--- src/hdl/ppg_pkg.sv ---
// constants and carrier types for the pin interrupt and shared port block
package ppg_pkg;

  localparam int PPG_ADDR_W = 10;
  localparam int PPG_DATA_W = 8;
  localparam int PPG_HV_N = 4;
  localparam int PPG_SH_N = 6;
  localparam int PPG_SYNC_W = 10;

  // register byte addresses
  localparam logic [9:0] PPG_OFF_HV_POL = 10'h26d;
  localparam logic [9:0] PPG_OFF_HV_EN = 10'h26e;
  localparam logic [9:0] PPG_OFF_HV_FLAG = 10'h26f;
  localparam logic [9:0] PPG_OFF_SH_DATA = 10'h271;
  localparam logic [9:0] PPG_OFF_SH_LEVEL = 10'h272;
  localparam logic [9:0] PPG_OFF_SH_DIR = 10'h273;
  localparam logic [9:0] PPG_OFF_SH_PULL = 10'h274;
  localparam logic [9:0] PPG_OFF_SH_POL = 10'h275;

  // field positions within the bus byte
  localparam int PPG_HV_LSB = 0;
  localparam int PPG_SH_LSB = 0;

  // values after reset
  localparam logic [3:0] PPG_RST_HV_POL = 4'h0;
  localparam logic [3:0] PPG_RST_HV_EN = 4'h0;
  localparam logic [3:0] PPG_RST_HV_FLAG = 4'h0;
  localparam logic [5:0] PPG_RST_SH_DATA = 6'h00;
  localparam logic [5:0] PPG_RST_SH_DIR = 6'h00;
  localparam logic [5:0] PPG_RST_SH_PULL = 6'h00;
  localparam logic [5:0] PPG_RST_SH_POL = 6'h00;
  localparam logic [5:0] PPG_RST_PULL_UP = 6'h3f;
  localparam logic [7:0] PPG_RST_RDATA = 8'h00;
  localparam logic [9:0] PPG_RST_SYNC = 10'h000;

  typedef struct packed {
    logic [9:0] addr;
    logic [7:0] wdata;
    logic wr;
    logic rd;
  } ppg_bus_t;

  typedef struct packed {
    logic [5:0] pin_out;
    logic [5:0] pin_oe;
    logic [5:0] pull_on;
    logic [5:0] pull_up;
  } ppg_pads_t;

endpackage : ppg_pkg

--- src/hdl/ppg_port.sv ---
// pin interrupt group and converter-shared general purpose port
`timescale 1ns/1ps

module ppg_port
  import ppg_pkg::*;
(
  input wire logic mclk, // bus clock, 10 MHz
  input wire logic rst, // synchronous reset, active high
  input wire ppg_bus_t bus, // register bus request
  output logic [7:0] rdata, // read data, cycle after read strobe
  input wire logic [3:0] hv_pin_in, // interrupt-capable input pins
  input wire logic [5:0] sh_pin_in, // shared port pin levels
  input wire logic [5:0] converter_digital_input_enable, // from converter
  input wire logic [5:0] converter_pin_claim, // converter owns pin
  output ppg_pads_t pads, // shared port pad controls
  output logic irq // pin interrupt request
);

  typedef struct packed {
    logic primed;
    logic [3:0] hv_prev;
    logic [3:0] hv_edge_polarity_bits;
    logic [3:0] hv_irq_enable_bits;
    logic [3:0] hv_irq_flag_bits;
    logic [5:0] shared_port_data_bits;
    logic [5:0] shared_port_direction_bits;
    logic [5:0] shared_port_pull_enable_bits;
    logic [5:0] shared_port_polarity_bits;
    logic [7:0] rdata;
    logic irq;
    ppg_pads_t pads;
  } ppg_state_t;

  ppg_state_t st;
  ppg_state_t next_st;
  logic [9:0] sync_q;
  logic [3:0] hv_lvl;
  logic [5:0] sh_lvl;
  logic [3:0] rise;
  logic [3:0] fall;
  logic [3:0] det;
  logic [3:0] clr;
  logic wr_hit_flag;

  // pad a four-bit field into a bus byte
  function automatic logic [7:0] byte4(input logic [3:0] v);
    byte4 = {4'h0, v};
  endfunction

  // pad a six-bit field into a bus byte
  function automatic logic [7:0] byte6(input logic [5:0] v);
    byte6 = {2'h0, v};
  endfunction

  // pin as seen by software; disabled input buffer reads 1
  function automatic logic [5:0] level_view(
    input logic [5:0] lvl,
    input logic [5:0] dien
  );
    level_view = (dien & lvl) | ~dien;
  endfunction

  ppg_sync #(
    .W(PPG_SYNC_W)
  ) u_sync (
    .mclk(mclk),
    .rst(rst),
    .d({sh_pin_in, hv_pin_in}),
    .q(sync_q)
  );

  assign hv_lvl = sync_q[3:0];
  assign sh_lvl = sync_q[9:4];

  // edge detection on successive samples
  always_comb
  begin
    rise = hv_lvl & ~st.hv_prev;
    fall = ~hv_lvl & st.hv_prev;
    if (st.primed)
    begin
      det = (rise & st.hv_edge_polarity_bits) |
            (fall & ~st.hv_edge_polarity_bits);
    end
    else
    begin
      det = 4'h0;
    end
    wr_hit_flag = bus.wr && (bus.addr == PPG_OFF_HV_FLAG);
    if (wr_hit_flag)
    begin
      clr = bus.wdata[3:0];
    end
    else
    begin
      clr = 4'h0;
    end
  end

  always_comb
  begin
    next_st = st;
    next_st.primed = 1'b1;
    next_st.hv_prev = hv_lvl;
    // edge set wins over a same-cycle clear
    next_st.hv_irq_flag_bits = (st.hv_irq_flag_bits & ~clr) | det;
    if (bus.wr)
    begin
      case (bus.addr)
        PPG_OFF_HV_POL:
        begin
          next_st.hv_edge_polarity_bits = bus.wdata[3:0];
        end
        PPG_OFF_HV_EN:
        begin
          next_st.hv_irq_enable_bits = bus.wdata[3:0];
        end
        PPG_OFF_SH_DATA:
        begin
          next_st.shared_port_data_bits = bus.wdata[5:0];
        end
        PPG_OFF_SH_DIR:
        begin
          next_st.shared_port_direction_bits = bus.wdata[5:0];
        end
        PPG_OFF_SH_PULL:
        begin
          next_st.shared_port_pull_enable_bits = bus.wdata[5:0];
        end
        PPG_OFF_SH_POL:
        begin
          next_st.shared_port_polarity_bits = bus.wdata[5:0];
        end
        default:
        begin
          // flag writes handled above; level register ignores writes
          next_st.primed = 1'b1;
        end
      endcase
    end
    next_st.rdata = PPG_RST_RDATA;
    if (bus.rd)
    begin
      case (bus.addr)
        PPG_OFF_HV_POL:
        begin
          next_st.rdata = byte4(st.hv_edge_polarity_bits);
        end
        PPG_OFF_HV_EN:
        begin
          next_st.rdata = byte4(st.hv_irq_enable_bits);
        end
        PPG_OFF_HV_FLAG:
        begin
          next_st.rdata = byte4(st.hv_irq_flag_bits);
        end
        PPG_OFF_SH_DATA:
        begin
          next_st.rdata = byte6(
            (st.shared_port_direction_bits & st.shared_port_data_bits) |
            (~st.shared_port_direction_bits &
             level_view(sh_lvl, converter_digital_input_enable))
          );
        end
        PPG_OFF_SH_LEVEL:
        begin
          next_st.rdata = byte6(
            level_view(sh_lvl, converter_digital_input_enable)
          );
        end
        PPG_OFF_SH_DIR:
        begin
          next_st.rdata = byte6(st.shared_port_direction_bits);
        end
        PPG_OFF_SH_PULL:
        begin
          next_st.rdata = byte6(st.shared_port_pull_enable_bits);
        end
        PPG_OFF_SH_POL:
        begin
          next_st.rdata = byte6(st.shared_port_polarity_bits);
        end
        default:
        begin
          next_st.rdata = PPG_RST_RDATA;
        end
      endcase
    end
    // masked flags still stored, only the request is gated
    next_st.irq = |(next_st.hv_irq_flag_bits &
                    next_st.hv_irq_enable_bits);
    // pads follow the updated registers; a converter claim clears only pin_oe and pull_on
    next_st.pads.pin_out = next_st.shared_port_data_bits;
    next_st.pads.pin_oe = next_st.shared_port_direction_bits &
                          ~converter_pin_claim;
    next_st.pads.pull_on = next_st.shared_port_pull_enable_bits &
                           ~next_st.shared_port_direction_bits &
                           ~converter_pin_claim;
    next_st.pads.pull_up = ~next_st.shared_port_polarity_bits;
  end

  always_ff @(posedge mclk)
  begin
    if (rst)
    begin
      st.primed <= 1'b0;
      st.hv_prev <= PPG_RST_HV_FLAG;
      st.hv_edge_polarity_bits <= PPG_RST_HV_POL;
      st.hv_irq_enable_bits <= PPG_RST_HV_EN;
      st.hv_irq_flag_bits <= PPG_RST_HV_FLAG;
      st.shared_port_data_bits <= PPG_RST_SH_DATA;
      st.shared_port_direction_bits <= PPG_RST_SH_DIR;
      st.shared_port_pull_enable_bits <= PPG_RST_SH_PULL;
      st.shared_port_polarity_bits <= PPG_RST_SH_POL;
      st.rdata <= PPG_RST_RDATA;
      st.irq <= 1'b0;
      st.pads.pin_out <= PPG_RST_SH_DATA;
      st.pads.pin_oe <= PPG_RST_SH_DIR;
      st.pads.pull_on <= PPG_RST_SH_PULL;
      st.pads.pull_up <= PPG_RST_PULL_UP;
    end
    else
    begin
      st <= next_st;
    end
  end

  assign rdata = st.rdata;
  assign irq = st.irq;
  assign pads = st.pads;

  // per-pin edge to flag and flag write-clear checks
  for (genvar i = 0; i < PPG_HV_N; i++)
  begin : g_chk

  end
endmodule // ppg_port

--- src/hdl/ppg_sync.sv ---
// two-stage synchroniser for asynchronous pin levels
`timescale 1ns/1ps
module ppg_sync
  import ppg_pkg::*;
#(
  parameter int W = PPG_SYNC_W
)
(
  input wire logic mclk, // bus clock
  input wire logic rst, // synchronous reset, active high
  input wire logic [W-1:0] d, // asynchronous levels
  output logic [W-1:0] q // synchronised levels
);

  typedef struct packed {
    logic [W-1:0] s1;
    logic [W-1:0] s2;
  } ppg_sync_st_t;

  ppg_sync_st_t st;
  ppg_sync_st_t next_st;

  always_comb
  begin
    next_st.s1 = d;
    next_st.s2 = st.s1;
  end

  always_ff @(posedge mclk)
  begin
    if (rst)
    begin
      st <= '0;
    end
    else
    begin
      st <= next_st;
    end
  end

  assign q = st.s2;

endmodule // ppg_sync

--- config.mk ---
export PLATFORM = sky130hd
export DESIGN_NAME = ppg_port
export DESIGN_NICKNAME = d
export VERILOG_FILES = /design/src/hdl/ppg_pkg.sv /design/src/hdl/ppg_port.sv /design/src/hdl/ppg_sync.sv
export SDC_FILE = /design/constraint.sdc
export NUM_CORES = 1
export LEC_CHECK = 0
export BUFFER_PORTS_ARGS = -buffer_cell sky130_fd_sc_hd__buf_2
export CAP_MARGIN = 20
export CORE_ASPECT_RATIO = 1.25
export CORE_MARGIN = 3
export CORE_UTILIZATION = 40
export CTS_CLUSTER_SIZE = 25
export DETAILED_ROUTE_END_ITERATION = 10
export PLACE_DENSITY = 0.7
export SYNTH_ARGS = -nofsm -noshare
export SYNTH_HDL_FRONTEND = slang
export SYNTH_SLANG_ARGS = --single-unit
--- constraint.sdc ---
create_clock -name mclk -period 1.51 [get_ports mclk]
set_input_delay 0.0755 -clock mclk [delete_from_list [all_inputs] [get_ports mclk]]
set_output_delay 0.0755 -clock mclk [all_outputs]
set_load 0.01 [all_outputs]
==> impl_metrics.env, run 1 <==
export IMPL_postRouteAntennaNets=0
export IMPL_synth_avg_cell_area_um2=10.1
export IMPL_drc=0
export IMPL_m1WireLength_um=3920
export IMPL_multiInputGateArea_um2=1560
export IMPL_yosys_top_cells_area="dfxtp_1, mux2i_1, buf_4"
export IMPL_yosys_most_used_dff="dfxtp_1"
export IMPL_clock_latency_ns=0.37
export IMPL_hpwl_um=6470
export IMPL_timing_final_crit_period_ns=1.36
export IMPL_arrival_ns=1.62
export IMPL_cp_start_kind="input port"
export IMPL_grt_usage_pct=18.3
export IMPL_power_density_nw_per_um2=916
export IMPL_core_area_um2=8700
export IMPL_rsz0062_at_grt="false"
export IMPL_postCtsSetupBuffers=0
export IMPL_synth_seq_cells=86
export IMPL_synthToLayoutAreaGrowth_pct=26.0
export IMPL_fin_skew_ns=0.00917
export IMPL_power_leakage_nw=1.97
export IMPL_vias_per_cell=4.94
export IMPL_grt_pass1_wl_um=14500
export IMPL_top_layer="met4"
export IMPL_synth_edf_count=0
export IMPL_fp_row_count=38
export IMPL_antenna_cells=0
export IMPL_clk_pin_slew_ns=0.09
export IMPL_overflow=0
export IMPL_wl_met2_um=4310
export IMPL_sequential_cell_area_um2=1720
export IMPL_maxSlewHeadroom_pct=62.2
export IMPL_die_x_um=90.7
export IMPL_hold_path_class="in2reg"
export IMPL_fin_nets=495
export IMPL_die_area_um2=10100
export IMPL_finalHoldViolations=0
export IMPL_ys_seq_area_share_pct=48.0
export IMPL_clockRootBuffer="clkbuf_8"
export IMPL_synthArstFlopShare_pct=0
export IMPL_grt_max_degree=56
export IMPL_status="complete, no violations"
export IMPL_fillers=824
export IMPL_dr_first_iter_drc_count=274
export IMPL_drive_gt1_share_pct=34.9
export IMPL_htreeDepth=3
export IMPL_dr_pass1_iters=5
export IMPL_clock_sinks=86
export IMPL_finalSetupViolCount=0
export IMPL_synth_most_common_cell="dfxtp_1"
export IMPL_cts_made_buffers=9
export IMPL_syn_cell_area_um2=3590
export IMPL_critPathCaptureType="flip-flop"
export IMPL_cap_violations=0
export IMPL_start_util_pct=41.2
export IMPL_criticalPathCategory="in2reg"
export IMPL_peakVddDrop_v=0.000484
export IMPL_tns_ns=0
export IMPL_required_ns=1.77
export IMPL_drv_slew=0
export IMPL_synth_cells=354
export IMPL_cts_tree="yes"
export IMPL_antenna_found_initial=0
export IMPL_io_pin_count=77
export IMPL_yosysTopAreaCell="dfxtp_1"
export IMPL_wl_per_cell_um=15.5
export IMPL_clk_path_buf_depth=2
export IMPL_io_buffers=72
export IMPL_vias=2843
export IMPL_post_route_period_util_pct=89.8
export IMPL_whs_ns=0.0301
export IMPL_gp_routability_congestion=0.877
export IMPL_die_h_um=112
export IMPL_wl_met3_um=450
export IMPL_worst_slew_pin_transition_ns=0.567
export IMPL_grt_pass1_vias=2910
export IMPL_synth_common_cells="dfxtp_1, buf_4, nor2_1"
export IMPL_yosysUniqueCellTypes=45
export IMPL_max_clock_freq_mhz=738
export IMPL_ys_warn_count=0
export IMPL_critPathMaxFanout=6
export IMPL_wirelength_um=8900
export IMPL_synth_top_area_share_pct=48.0
==> layout make-up <==
cell class / count / area share [%]
timing repair buffer: 131 / 19.3
clock inverter: 3 / 0.388
clock buffer: 13 / 3.74
tap: 120 / 3.32
sequential: 86 / 38.1
inverter: 9 / 0.748
multi-input combinational: 214 / 34.4
==> worst max-delay path, stage by stage <==
cell     delay [ns]
buf_2          0.12
or3b_1         0.48
nor4_4         0.23
buf_12         0.17
mux2i_1        0.26
nor4b_1        0.27
==> through the flow <==
stage | cell area, um2 | worst slack, ns | std cells | total power [mW] | util [%]
after floorplan | 3610 | -0.0474 | 355 | 2.49 | -
after global placement | 4160 | -0.197 | 543 | 2.64 | 47.8
after global routing | 4520 | 0.0434 | 576 | 4.29 | 51.9
after detailed placement | 4160 | -0.238 | 543 | 2.65 | 47.8
final | 4520 | 0.154 | 576 | 4.14 | 51.9
after CTS | 4520 | 0.152 | 576 | 4.19 | 51.9
==> per-layer routing <==
layer | vias up | global-route usage [%]
met5 | - | 0
met4 | 0 | 7.87
met3 | 21 | 4.46
met2 | 94 | 30.9
met1 | 1337 | 21.9
li1 | 1391 | -
==> power breakdown <==
group / leakage [nW] / internal, mW / total (mW) / switching, mW
clock network: 0.0954 / 0.728 / 1.51 / 0.785
logic: 1.18 / 0.156 / 0.320 / 0.164
registers: 0.698 / 2.30 / 2.31 / 0.0100
total: 1.97 / 3.18 / 4.14 / 0.959
==> flip-flops by register name, indices dropped and copies added, names as in the netlist, named ones only <==
register,cells
u_sync.q,10
pads,18
irq,1
st,35
u_sync.next_st,10
rdata,6
==> kinds of logic after synthesis <==
kind of cell	count (synthesis)	synth area share (%)
mux	36	10.3
simple gates	133	23.5
buf+inv	55	9.35
other cells	1	0.105
compound gates	43	8.69
flops	86	48.0
==> what timing repair did <==
item                      CTS  global route
hold endpoints to repair   23             0
hold buffers               17             0
gates resized for setup     0             0
==> worst paths after layout <==
| check | start | endpoint | slack, ns | depth (start not counted) |
|---|---|---|---|---|
| hold / removal | bus[6] | flip-flop | 0.03 | 3 |
| setup reg to reg | st[60] | rdata[3] | 0.23 | 3 |
| hold reg to reg | u_sync.next_st[4] | u_sync.q[4] | 0.44 | 1 |
| setup / recovery | bus[18] | pads[9] | 0.15 | 6 |
==> placed cells by master, fill, tap and decap left out, drive strengths merged, types with 2 or more instances in the layout <==
cell type    Yosys  routed
o21a             4       4
a222oi           4       4
nor2b           25      25
mux2             8       8
or2              7       7
o22ai            3       3
nand2b          11      11
and2             7       7
buf             37     114
nand2           14      14
nor4             5       5
inv              9       9
a21oi            3       3
nand3b           3       3
or4              3       3
mux2i           28      28
dfxtp           86      86
nor4b            7       7
a32oi            4       4
clkinv           0       2
clkbuf           9      13
a22o             4       4
nor3            10      10
conb             1       2
o21ai            7       7
nand4b           2       2
nor2            33      33
dlygate4sd3      0      17
a31oi            7       7
a22oi            2       2
(Power assumes the default switching activity.)
==> run 2, diff against run 1 <==
Settings changed: SETUP_SLACK_MARGIN from default to 0.4.
==> run 2 against run 1 <==
Effect of this change:
- global-route usage rose by 0.80 points
- cell area rose by 11%
- wire length rose by 5.6%
- sequential share of layout area fell by 3.8 points
- cell count rose by 2.3%
- first-iteration DRC count fell by 46%
- die area did not move
- worst hold slack improved by 0.020 ns
- critical path type unchanged
==> impl_metrics.env, run 2 (synthesis gave the netlist of run 1 again) <==
export IMPL_finalCoreUtilization_pct=57.8
export IMPL_cts_made_buffers=9
export IMPL_fillers=738
export IMPL_r2r_slack_ns=0.26
export IMPL_core_area_um2=8700
export IMPL_clock_sinks=86
export IMPL_hold_depth=3
export IMPL_overflow=0
export IMPL_critPathLaunch="bus[12]"
export IMPL_critPathCaptureType="flip-flop"
export IMPL_clock_latency_ns=0.36
export IMPL_cp_start_kind="input port"
export IMPL_clk_path_buf_depth=2
export IMPL_clockRootBuffer="clkbuf_8"
export IMPL_drv_slew=0
export IMPL_dp_worst_setup_slack_ns=-0.235
export IMPL_finalHoldViolations=0
export IMPL_max_clock_freq_mhz=780
export IMPL_grt_max_degree=73
export IMPL_setup_slack_ns=0.229
export IMPL_finalSetupViolCount=0
export IMPL_place_inst=543
export IMPL_rsz0062_at_grt="true"
export IMPL_peakVddDrop_v=0.000529
export IMPL_cp_slowest_stage_delay_ns=0.59
export IMPL_vias_per_cell=4.97
export IMPL_wl_per_cell_um=16.0
export IMPL_largest_register_ffs=35
export IMPL_status="complete, no violations"
export IMPL_criticalPathCategory="in2reg"
export IMPL_die_h_um=112
export IMPL_final_common_cell="dfxtp_1"
export IMPL_timing_final_crit_period_ns=1.28
export IMPL_clk_pin_slew_ns=0.08
export IMPL_design_area_um2=5030
export IMPL_postRouteAntennaNets=0
export IMPL_critical_path_depth=7
export IMPL_power_mw=4.09
export IMPL_power_density_nw_per_um2=815
export IMPL_grt_usage_pct=19.1
export IMPL_htreeDepth=3
export IMPL_hold_path_class="in2reg"
export IMPL_fin_skew_ns=0.00947
export IMPL_critPathMaxFanout=4
export IMPL_cap_violations=0
export IMPL_dr_first_iter_drc_count=148
export IMPL_power_leakage_nw=2.12
export IMPL_gp_routability_congestion=0.898
export IMPL_grt_pass1_vias=3061
export IMPL_start_util_pct=41.2
export IMPL_crit_slowest_cell="or4_4"
export IMPL_die_area_um2=10100
export IMPL_hpwl_um=6570
export IMPL_antenna_cells=0
export IMPL_worst_r2r_endpoint="irq"
export IMPL_post_route_period_util_pct=84.9
export IMPL_drc=0
export IMPL_synthToLayoutAreaGrowth_pct=40.2
export IMPL_cts_tree="yes"
export IMPL_endpoint="irq"
export IMPL_antenna_found_initial=0
export IMPL_hp_start="bus[6]"
export IMPL_crit_path_cell_trace="buf_8, buf_6, nand4b_1, or4_4, a22o_1, a22oi_2, a21oi_2"
export IMPL_top_register="st"
export IMPL_largestRegisters="st (35), pads (18)"
export IMPL_final_cell_mix="dfxtp_1, buf_2, buf_4, nor2_1, nor2b_1"
export IMPL_drive_gt1_share_pct=45.2
export IMPL_worst_path_dominant_cell_family="simple AND/OR/NAND/NOR gates"
export IMPL_die_x_um=90.7
export IMPL_wirelength_um=9400
export IMPL_vias=2927
export IMPL_grt_pass1_wl_um=15100
export IMPL_instances_no_fill=589
export IMPL_worstRegToRegCells=5
export IMPL_io_pin_count=77
export IMPL_io_buffers=72
export IMPL_dr_pass1_iters=4
export IMPL_r2r_start="st[67]"
export IMPL_arrival_ns=1.52
export IMPL_path_buf_inv=2
export IMPL_required_ns=1.75
export IMPL_fin_nets=510
export IMPL_fp_row_count=38
export IMPL_place_area_um2=4230
[run 2: cell types whose count changed in the layout (fill, tap and decap cells not counted), sizes merged]
cell         before  now
dlygate4sd3      17   16
clkbuf           13   10
buf             114  130
clkinvlp          1    2
[run 2: worst min-delay path by stage]
| stage | endpoint | slack [ns] |
|---|---|---|
| 6_report | flip-flop | 0.05 |
| 3_5_place_dp | pads[16] | 0.26 |
| 4_1_cts | flip-flop | 0.02 |
| 2_1_floorplan | pads[12] | 0.15 |
| 5_1_grt | flip-flop | 0.07 |
| 3_3_place_gp | pads[16] | 0.26 |
[run 2: worst min-delay path, cell delays in order]
cell     delay (ns)
buf_2          0.13
mux2i_1        0.08
nor2_1         0.08
[run 2: final cells by class]
class	instances	area [um2]	area share, %
multi-input cells	214	1860	37.0
flip-flops and latches	86	1720	34.3
well taps	120	150	2.99
clock buffers	10	138	2.74
inverters	9	33.8	0.672
clock inverters	4	25.0	0.498
repair buffers	146	1090	21.8
[run 2: timing repair]
item | in CTS | in global routing
gates resized for setup | 44 | 31
hold endpoints to repair | 22 | 0
buffers inserted | 9 | 7
pin swaps | 19 | 26
hold buffers | 16 | 0
endpoints found under the setup margin | 53 | 56
[run 2: layer usage]
layer	up-vias	wire length, um	global-route usage [%]
met3	23	438	4.12
met5	-	0	0
met4	0	303	9.70
met2	83	4810	33.7
li1	1422	-	-
met1	1399	3840	21.4
[run 2: stage by stage]
stage | hold slack (ns) | TNS [ns]
2_1_floorplan | 0.145 | -0.352
3_3_place_gp | 0.256 | -3.30
3_5_place_dp | 0.261 | -5.97
4_1_cts | 0.0237 | 0
5_1_grt | 0.0749 | 0
6_report | 0.0498 | 0
[run 2: power by group]
group | internal [mW] | switching, mW | total, mW
sequential | 2.30 | 0.0102 | 2.31
clock | 0.618 | 0.778 | 1.40
combinational | 0.195 | 0.196 | 0.391
==> run 3, diff against run 2 <==
Settings changed: PLACE_DENSITY 0.7 to 0.68.
Clock period 1.51 ns to 1.24 ns, I/O delays scaled along.
==> run 3 against run 2 <==
Effect of this change:
- the flow now finishes with violations (negative setup slack)
- setup slack lost 0.27 ns
- cell count up 0.85%
- sequential share of layout area down 1.6 points
- die area is the same
==> impl_metrics.env, run 3 (synthesis gave the netlist of run 1 again) <==
export IMPL_grt_pass1_vias=2935
export IMPL_endpoint="irq"
export IMPL_fin_skew_ns=0.00861
export IMPL_worst_path_dominant_cell_family="buffers and inverters"
export IMPL_whs_ns=0.0632
export IMPL_synthToLayoutAreaGrowth_pct=49.9
export IMPL_setup_slack_ns=-0.0386
export IMPL_finalCoreUtilization_pct=61.8
export IMPL_criticalPathCategory="in2reg"
export IMPL_critical_path_depth=10
export IMPL_crit_path_cell_trace="buf_8, buf_6, nand3b_1, buf_6, buf_4, nor4_4, buf_4, mux2_4, a22oi_2, a21oi_1"
export IMPL_final_cell_mix="dfxtp_1, buf_2, buf_4, buf_6, nor2_1"
export IMPL_final_common_cell="dfxtp_1"
export IMPL_antenna_found_initial=0
export IMPL_drv_slew=0
export IMPL_vias_per_cell=4.84
export IMPL_drive_gt1_share_pct=52.1
export IMPL_clock_sinks=86
export IMPL_violations="negative setup slack"
export IMPL_cp_start_kind="input port"
export IMPL_grt_max_degree=73
export IMPL_critPathLaunch="bus[12]"
export IMPL_rsz0062_at_grt="true"
export IMPL_post_route_period_util_pct=103
export IMPL_clk_path_buf_depth=2
export IMPL_htreeDepth=3
export IMPL_postRouteAntennaNets=0
export IMPL_critPathCaptureType="flip-flop"
export IMPL_fin_nets=515
export IMPL_r2r_start="st[61]"
export IMPL_dr_pass1_iters=4
export IMPL_cts_tree="yes"
export IMPL_vias=2877
export IMPL_finalHoldViolations=0
export IMPL_cts_made_buffers=9
export IMPL_overflow=0
export IMPL_hold_path_class="in2reg"
export IMPL_r2r_slack_ns=-0.01
export IMPL_arrival_ns=1.52
export IMPL_path_buf_inv=5
export IMPL_fp_row_count=38
export IMPL_required_ns=1.48
export IMPL_gp_routability_congestion=0.922
export IMPL_cp_slowest_stage_delay_ns=0.32
export IMPL_die_area_um2=10100
export IMPL_die_x_um=90.7
export IMPL_hpwl_um=6340
export IMPL_crit_slowest_cell="mux2_4"
export IMPL_grt_usage_pct=18.4
export IMPL_grt_pass1_wl_um=14600
export IMPL_largest_register_ffs=35
export IMPL_clockRootBuffer="clkbuf_8"
export IMPL_top_register="st"
export IMPL_power_leakage_nw=2.22
export IMPL_peakVddDrop_v=0.000764
export IMPL_max_clock_freq_mhz=782
export IMPL_wl_per_cell_um=15.8
export IMPL_finalSetupViolCount=7
export IMPL_core_area_um2=8700
export IMPL_antenna_cells=0
export IMPL_timing_final_crit_period_ns=1.28
export IMPL_clk_pin_slew_ns=0.08
export IMPL_worstRegToRegCells=3
export IMPL_cap_violations=0
export IMPL_status="finished, violations left"
export IMPL_io_pin_count=77
export IMPL_critPathMaxFanout=4
export IMPL_drc=0
export IMPL_start_util_pct=41.2
export IMPL_worst_r2r_endpoint="rdata[0]"
export IMPL_power_mw=5.41
export IMPL_dr_first_iter_drc_count=179
export IMPL_power_density_nw_per_um2=1010
export IMPL_wirelength_um=9410
export IMPL_die_h_um=112
export IMPL_largestRegisters="st (35), pads (18)"
export IMPL_clock_latency_ns=0.36
export IMPL_io_buffers=72
## run 3: worst min-delay path by stage
| stage | slack, ns | to | start | cells past startpoint |
|---|---|---|---|---|
| 3_5_place_dp | 0.25 | pads[9] | converter_pin_claim[3] | 2 |
| 2_1_floorplan | 0.13 | pads[12] | converter_pin_claim[0] | 1 |
| 5_1_grt | 0.07 | st[44] | bus[7] | 3 |
| 4_1_cts | 0.02 | flip-flop | bus[6] | 3 |
| 6_report | 0.06 | st[44] | bus[7] | 3 |
| 3_3_place_gp | 0.24 | pads[16] | converter_pin_claim[4] | 2 |
## run 3: layout make-up
cell class | count | area, um2
clock buffers | 10 | 138
flip-flops and latches | 86 | 1760
repair buffers | 151 | 1290
fillers | 704 | 3330
clock inverters | 4 | 72.6
well taps | 120 | 150
inverters | 9 | 33.8
multi-input cells | 214 | 1930
## run 3: layer usage
| layer | wire (um) | up-vias | global-route usage [%] |
|---|---|---|---|
| li1 | - | 1433 | - |
| met1 | 3950 | 1351 | 21.6 |
| met2 | 4710 | 77 | 30.8 |
| met3 | 539 | 16 | 5.81 |
| met4 | 210 | 0 | 8.17 |
| met5 | 0 | - | 0 |
## run 3: timing repair
item | CTS | global route
endpoints found under the setup margin | 92 | 92
cloned | 0 | 0
gates resized for setup | 75 | 55
pin swaps | 30 | 24
setup buffers | 12 | 8
hold buffers | 16 | 0
hold endpoints to repair | 22 | 0
## run 3: per-stage QoR
| stage | cell area (um2) | std cells | TNS [ns] | worst slack (ns) |
|---|---|---|---|---|
| after detailed placement | 4270 | 544 | -18.72 | -0.463 |
| final | 5380 | 594 | -0.161 | -0.0386 |
| after global routing | 5380 | 594 | -0.771 | -0.106 |
| after floorplan | 3680 | 355 | -10.23 | -0.304 |
| after CTS | 5080 | 586 | -0.0424 | -0.0201 |
| after global placement | 4270 | 544 | -17.51 | -0.409 |
## run 3: where the power goes
group          switching, mW  total [mW]  internal [mW]
combinational          0.242       0.496          0.254
sequential            0.0125        2.81           2.79
clock                  0.948        2.11           1.16
## run 3: worst min-delay path, stage by stage
cell,delay (ns)
buf_2,0.16
mux2i_4,0.09
nor2_1,0.08
